File: src/core/pwbt_pkg.sv
// constants for the program word bridge and address trace block
package pwbt_pkg;
  localparam logic [15:0] PWBT_ADDR_UPPER_BYTE = 16'hFFF2;
  localparam logic [15:0] PWBT_ADDR_LOWER_HALF = 16'hFFF3;
  localparam logic [15:0] PWBT_ADDR_FULL       = 16'hFFF4;
  localparam int          PWBT_WORD_W          = 24;
  localparam int          PWBT_HALF_W          = 16;
  localparam int          PWBT_BYTE_W          = 8;
  localparam int          PWBT_ADDR_W          = 16;
  localparam logic [23:0] PWBT_BRIDGE_RESET    = 24'h000000;
  localparam logic [15:0] PWBT_ADDR_RESET      = 16'h0000;
  typedef enum logic [2:0] {
    PWBT_BUS_IDLE  = 3'h1,
    PWBT_BUS_EXT   = 3'h2,
    PWBT_BUS_TRACE = 3'h4
  } pwbt_bus_e;
endpackage : pwbt_pkg

File: src/core/pwbt_strobe_gen.sv
// half-cycle active-low strobe generator for new bus addresses
`timescale 1ns/1ps
module pwbt_strobe_gen
  import pwbt_pkg::*;
(
  input  wire logic sys_clk,   // core clock
  input  wire logic resetn,    // async reset, active low
  input  wire logic new_addr,  // registered: new address this cycle
  output logic      strobe_n   // low during low phase of sys_clk while new_addr is set
);
  // low only in second half of a cycle carrying a new address
  always_comb begin
    strobe_n = ~(resetn & new_addr & ~sys_clk);
  end
endmodule : pwbt_strobe_gen

File: src/core/pwbt_bridge.sv
// program word bridge register and program address trace output
// Overview of operation
// - bridge seen as 24-bit and two 16-bit locations
// - high half upper eight bits reserved
// - 24-bit location moves whole program word
// - low half is bits 15:0, high 23:16
// - half accesses are plain data I/O
// - high half read zeroes destination upper bits
// - trace enable puts fetch addresses on bus
// - external accesses win over trace cycles
// - no strobes or chip select in trace
// - trace strobe pulses on every new address
// - trace shows fetches, not executed flow
// - trace strobe active low, half cycle
// - trace strobe deasserted during reset
// - 16-to-24 extends, 24-to-16 truncates
`timescale 1ns/1ps
module pwbt_bridge
  import pwbt_pkg::*;
(
  input  wire logic        sys_clk,              // core clock 125 MHz
  input  wire logic        resetn,               // async reset, active low
  input  wire logic        io_wr,                // data-space I/O write strobe
  input  wire logic        io_rd,                // data-space I/O read strobe
  input  wire logic [15:0] io_addr,              // data-space I/O address
  input  wire logic [23:0] io_wdata,             // write data, 16-bit sources in low bits
  output logic      [23:0] io_rdata,             // registered read data
  output logic             io_hit,               // address is a bridge location
  input  wire logic        pmem_to_bridge,       // program word moved into full location
  input  wire logic [23:0] pmem_rdata,           // program word being moved in
  output logic      [23:0] pmem_wdata,           // bridge content toward program memory
  input  wire logic        trace_enable_bit,     // trace bit of operating_mode_reg
  input  wire logic        fetch_valid,          // internal fetch or program move this cycle
  input  wire logic [15:0] fetch_addr,           // its program address
  input  wire logic        ext_req,              // real external access this cycle
  input  wire logic        ext_wr,               // external access is a write
  input  wire logic [15:0] ext_addr,             // external access address
  output logic      [15:0] external_address_lines, // address pins
  output logic             memory_chip_select_n, // external memory select
  output logic             ext_rd_n,             // external read strobe
  output logic             ext_wr_n,             // external write strobe
  output logic             trace_strobe_n        // new-address strobe, active low
);
  logic [23:0] program_word_bridge_reg;
  pwbt_bus_e   bus_state;
  pwbt_bus_e   next_bus_state;
  logic        new_addr;
  logic [PWBT_HALF_W-1:0] low_half;
  logic [PWBT_BYTE_W-1:0] high_byte;

  function automatic logic is_loc(input logic [15:0] a, input logic [15:0] loc);
    is_loc = (a == loc);
  endfunction : is_loc

  assign io_hit = is_loc(io_addr, PWBT_ADDR_FULL) | is_loc(io_addr, PWBT_ADDR_LOWER_HALF)
                | is_loc(io_addr, PWBT_ADDR_UPPER_BYTE);
  assign pmem_wdata = program_word_bridge_reg;
  assign low_half   = program_word_bridge_reg[PWBT_HALF_W-1:0];
  assign high_byte  = program_word_bridge_reg[PWBT_WORD_W-1:PWBT_HALF_W];

  // bridge register writes; program move takes priority as it is the 24-bit path
  always_ff @(posedge sys_clk or negedge resetn) begin
    if (!resetn) begin
      program_word_bridge_reg <= PWBT_BRIDGE_RESET;
    end else if (pmem_to_bridge) begin
      program_word_bridge_reg <= pmem_rdata;
    end else if (io_wr && is_loc(io_addr, PWBT_ADDR_FULL)) begin
      program_word_bridge_reg <= io_wdata;
    end else if (io_wr && is_loc(io_addr, PWBT_ADDR_LOWER_HALF)) begin
      program_word_bridge_reg[PWBT_HALF_W-1:0] <= io_wdata[PWBT_HALF_W-1:0];
    end else if (io_wr && is_loc(io_addr, PWBT_ADDR_UPPER_BYTE)) begin
      program_word_bridge_reg[PWBT_WORD_W-1:PWBT_HALF_W] <= io_wdata[PWBT_BYTE_W-1:0];
    end
  end

  // read data; high half returns byte zero-extended over all 24 bits
  always_ff @(posedge sys_clk or negedge resetn) begin
    if (!resetn) begin
      io_rdata <= PWBT_BRIDGE_RESET;
    end else if (io_rd) begin
      if (is_loc(io_addr, PWBT_ADDR_FULL)) begin
        io_rdata <= program_word_bridge_reg;
      end else if (is_loc(io_addr, PWBT_ADDR_LOWER_HALF)) begin
        io_rdata <= PWBT_WORD_W'(low_half);
      end else if (is_loc(io_addr, PWBT_ADDR_UPPER_BYTE)) begin
        io_rdata <= PWBT_WORD_W'(high_byte);
      end else begin
        io_rdata <= PWBT_BRIDGE_RESET;
      end
    end
  end

  // bus arbitration: external first, trace only on spare cycles
  always_comb begin
    if (ext_req) begin
      next_bus_state = PWBT_BUS_EXT;
    end else if (trace_enable_bit && fetch_valid) begin
      next_bus_state = PWBT_BUS_TRACE;
    end else begin
      next_bus_state = PWBT_BUS_IDLE;
    end
  end

  always_ff @(posedge sys_clk or negedge resetn) begin
    if (!resetn) begin
      bus_state <= PWBT_BUS_IDLE;
    end else begin
      bus_state <= next_bus_state;
    end
  end

  // address pins hold their last value while idle
  always_ff @(posedge sys_clk or negedge resetn) begin
    if (!resetn) begin
      external_address_lines <= PWBT_ADDR_RESET;
      new_addr               <= 1'b0;
    end else begin
      case (next_bus_state)
        PWBT_BUS_EXT: begin
          external_address_lines <= ext_addr;
          new_addr               <= 1'b1;
        end
        PWBT_BUS_TRACE: begin
          external_address_lines <= fetch_addr;
          new_addr               <= 1'b1;
        end
        default: begin
          new_addr <= 1'b0;
        end
      endcase
    end
  end

  // select and strobes only on genuine external cycles
  always_ff @(posedge sys_clk or negedge resetn) begin
    if (!resetn) begin
      memory_chip_select_n <= 1'b1;
      ext_rd_n             <= 1'b1;
      ext_wr_n             <= 1'b1;
    end else begin
      memory_chip_select_n <= (next_bus_state != PWBT_BUS_EXT);
      ext_rd_n             <= !((next_bus_state == PWBT_BUS_EXT) && !ext_wr);
      ext_wr_n             <= !((next_bus_state == PWBT_BUS_EXT) && ext_wr);
    end
  end

  pwbt_strobe_gen u_strobe (
    .sys_clk  (sys_clk),
    .resetn   (resetn),
    .new_addr (new_addr),
    .strobe_n (trace_strobe_n)
  );
endmodule : pwbt_bridge

File: config.mk
export PLATFORM = sky130hd
export DESIGN_NAME = pwbt_bridge
export DESIGN_NICKNAME = d
export VERILOG_FILES = /design/src/core/pwbt_pkg.sv /design/src/core/pwbt_strobe_gen.sv /design/src/core/pwbt_bridge.sv
export SDC_FILE = /design/constraint.sdc
export NUM_CORES = 1
export LEC_CHECK = 0
export BUFFER_PORTS_ARGS = -buffer_cell sky130_fd_sc_hd__buf_2
export CELL_PAD_IN_SITES_DETAIL_PLACEMENT = 0
export CELL_PAD_IN_SITES_GLOBAL_PLACEMENT = 1
export CORE_MARGIN = 3
export CORE_UTILIZATION = 36
export CTS_BUF_LIST = sky130_fd_sc_hd__clkbuf_4
export DETAILED_ROUTE_END_ITERATION = 10
export GPL_TIMING_DRIVEN = 0
export PLACE_DENSITY_LB_ADDON = 0.1
export SLEW_MARGIN = 10
export SYNTH_ARGS = -nofsm -noshare
export SYNTH_HDL_FRONTEND = slang
export SYNTH_SLANG_ARGS = --single-unit
File: constraint.sdc
create_clock -name sys_clk -period 2.6 [get_ports sys_clk]
set_input_delay 0.13 -clock sys_clk [delete_from_list [all_inputs] [get_ports sys_clk]]
set_output_delay 0.13 -clock sys_clk [all_outputs]
set_load 0.1 [all_outputs]
==> metrics.md <==
| Metric | Value |
|---|---|
| Sequential area share after synthesis | 53.4% |
| Yosys warns | 0 |
| Filler cell count | 776 |
| Comb pwr share | 33.3% |
| Cell count after synthesis | around 320 |
| Clk_lat worst skew | 0.52 ns |
| Number of max-cap violations | 0 |
| Internal | around 1.7 mW |
| Tot GR Track Use | 23.3% |
| Switching share of power | 39.6% |
| Detailed-route wire length per cell | 16.0 um |
| Flop pwr share | about two fifths |
| Clk_skew | 0.0147 ns |
| Slew @ Worst Pin | ~0.58 ns |
| Routability cong. | between 0.7 and 0.8 |
| Worst reg-to-reg setup slack | 1.27 ns |
| Area Growth Syn to Fin | 61.9% |
| Top-area cell type share of the netlist area | 50.9% |
| First-pass GRT wire length | 17.9 mm |
| Initial antenna violation count | 1 |
| Post-CTS Resized | 0 |
| Die width | 100 um |
| Slew margin rel. | 61.6% |
| Crit-path leading delay family | buffers and inverters |
| Distinct cells, synth | 30 |
| F_max | 461 MHz |
| Die ar. | 10000 um^2 |
| Layout Nets | 695 |
| Tcrit/Tclk final | 83.4% |
| Slowest CP cell | dlygate4sd3_1 |
| Synth Area in XOR/XNOR | less than 1% |
| 1st-iter DRT viols | 85 |
| Dpl ws | 0.743 ns |
| Placed Cells | 597 |
| P_sw | 1.11 mW |
| Crit path DAT | 2.56 ns |
| Tot Pwr | ~2.8 mW |
| PD cells | 542 nW/um^2 |
| Largest family of logic cells by synthesized area | compound AO/OA/AOI/OAI gates |
| Post-route cell area | 5170 um^2 |
| CP Cell Sequence | buf_2, nand3b_1, nor4_4, and4b_1, buf_6, mux2i_1, dlygate4sd3_1, a21oi_2, dlygate4sd3_1 |
| Final setup fails | 0 |
| WHS | 0.0624 ns |
| Starting Density | 37.9% |
| Final Core Density | 61.4% |
| CP max FO | 8 |
| CTS Hold Buffers Added | 84 |
| Max IR drop VDD | 0.000273 V |
| Ratio of cells with drive above 1 in the final layout | approximately 36% |
| Core box area | 8420 um^2 |
| I/O pins | 174 |
| Final setup TNS | 0 ns |
| Top cell by count, worst path | dlygate4sd3_1 |
| Setup Buffers After CTS | 0 |
| DP Wirelength | 7.63 mm |
| Avg Inst Size Synth | 9.95 um^2 |
| Vias per inst | 4.88 |
| Area after DPL | 4210 um^2 |
| DRC viols | 0 |
| CP peak stage delay | 0.57 ns |
| Fin cells | 698 |
| Routed Antenna Nets | 0 |
| Reg2Reg Launch Point | pmem_wdata[20] |
| Multi-input gate area | 1310 um^2 |
| RSZ-0062 raised after global routing | no |
| Die Ht | 100 um |
| TritonCTS clock tree | done |
| Largest net degree at the start of global routing | 45 |
| Vias in the first global route | 3583 |
| Vias post-DR | 3408 |
| Crit path launch type | input port |
| Synthesized area | 3190 um^2 |
| Synthesized-area fraction occupied by and/or/nand/nor cells | 16.1% |
| CP bufs+invs | 4 |
| Class of the worst hold path | in -> async |
| Post-synthesis mux area share | 7.52% |
| Post-Synth Adder-Cell Area | 0% |
| Fin. max-slew vios | 0 |
| Std-Cell Rows | 33 |
| Cell taking the most area after synthesis | dfrtp_1 |
| Largest cells by area after synthesis | dfrtp_1 51%, mux2i_1 7.5%, nand2_1 6.2% |
| Global route total overflow | 0 |
| Sequential cell area | between 1500 and 2000 um^2 |
| Diodes inserted | 0 |
| Status | completed |
| Input/output buffers | 170 |
| Final Hold Fails | 0 |
| Final WS setup | approximately 0.43 ns |
| Clk slew on worst S/H paths | 0.12 ns |
| Post-Synthesis Net Count | ~430 |
| Post-synthesis compound-gate area fraction | 17.0% |
| Iteration count of the initial detailed-routing pass | 4 |
| CP startpoint | io_addr[3] |
| Total Routed Length | 11.1 mm |
| WS Path Type | in -> reg |
| Final min period | 2.17 ns |
| Worst endpoint required time | 3.00 ns |
| LEAKAGE | 2.63 nW |
| Synth Register Bits | 68 |
| Clk network pwr share | about a quarter |
| CP Capture Type | register |
==> power groups by stage <==
| stage | sequential [mW] | clock (mW) | combinational [mW] |
|---|---|---|---|
| 6_report | 1.16 | 0.705 | 0.933 |
| 5_1_grt | 1.17 | 0.780 | 0.984 |
| 2_1_floorplan | 1.63 | 0.0487 | 0.133 |
| 3_5_place_dp | 1.19 | 0.0532 | 0.799 |
| 3_3_place_gp | 1.18 | 0.0533 | 0.789 |
| 4_1_cts | 1.17 | 0.724 | 0.931 |
==> cell usage in the layout, fill, tap and decap left out, types with 2 or more instances in the layout <==
cell             n
dfrtp_1         65
inv_1           19
a31oi_1         16
nand4_2          2
dfstp_2          3
nand3_1         24
clkbuf_4        16
clkbuf_1        12
a21oi_2          8
buf_1            2
o22ai_1          9
a2bb2oi_1       16
nand3b_1         3
dlygate4sd3_1   84
nand2_1         53
o21ai_0         32
nor2_1           2
mux2i_1         24
buf_2          178
nand2b_1        10
==> layout make-up <==
class,count,area share (%)
Clock inverter,1,0.0726
Inverter,19,1.38
Tap cell,105,2.54
Clock buffer,17,2.42
Buffer,24,2.11
Multi-Input combinational cell,210,25.3
Timing Repair Buffer,254,33.2
Sequential cell,68,33.0
==> synthesized netlist by cell type <==
master     instances
xor2_1             1
nand2_1           53
a31oi_1           16
nor2_1             2
nand4_2            2
and2_1             1
nand3b_1           3
and3_2             1
nor4_4             1
a21oi_2            8
dfrtp_1           65
clkbuf_1          12
a31o_2             1
and4b_1            1
buf_6              1
nand3_1           24
buf_2              9
a2bb2oi_1         16
o21ai_0           32
o22ai_1            9
nand2b_1          10
a21o_2             1
and4b_2            1
nand4_1            1
inv_1             19
buf_1              2
and3_1             1
and4_2             1
dfstp_2            3
mux2i_1           24
==> path summary, 6_finish.rpt <==
check,to,depth (start not counted)
hold / removal,io_rdata[11],2
max in group asynchronous,ext_wr_n,3
hold reg to reg,io_rdata[5],2
setup / recovery,pmem_wdata[22],9
min in group sys_clk,io_rdata[12],3
setup reg to reg,pmem_wdata[20],3
==> state kept, by name (all words and copies together), names as in the netlist <==
| name | flops |
|---|---|
| ext_rd_n | 1 |
| ext_wr_n | 1 |
| external_address_lines | 16 |
| io_rdata | 24 |
| memory_chip_select_n | 1 |
| new_addr | 1 |
| pmem_wdata | 24 |
==> cells by family after synthesis <==
family | Yosys count
AO/OA/AOI/OAI | 83
XOR/XNOR | 1
buffers and inverters | 43
flip-flops | 68
multiplexers | 24
AND/OR/NAND/NOR | 102
==> metal layers <==
layer	track usage (%)	routed length, um
met1	27.8	4580
met2	40.0	5440
met3	6.67	933
met4	8.81	186
met5	0	13
Note: power is estimated with default switching activity, not from simulation.
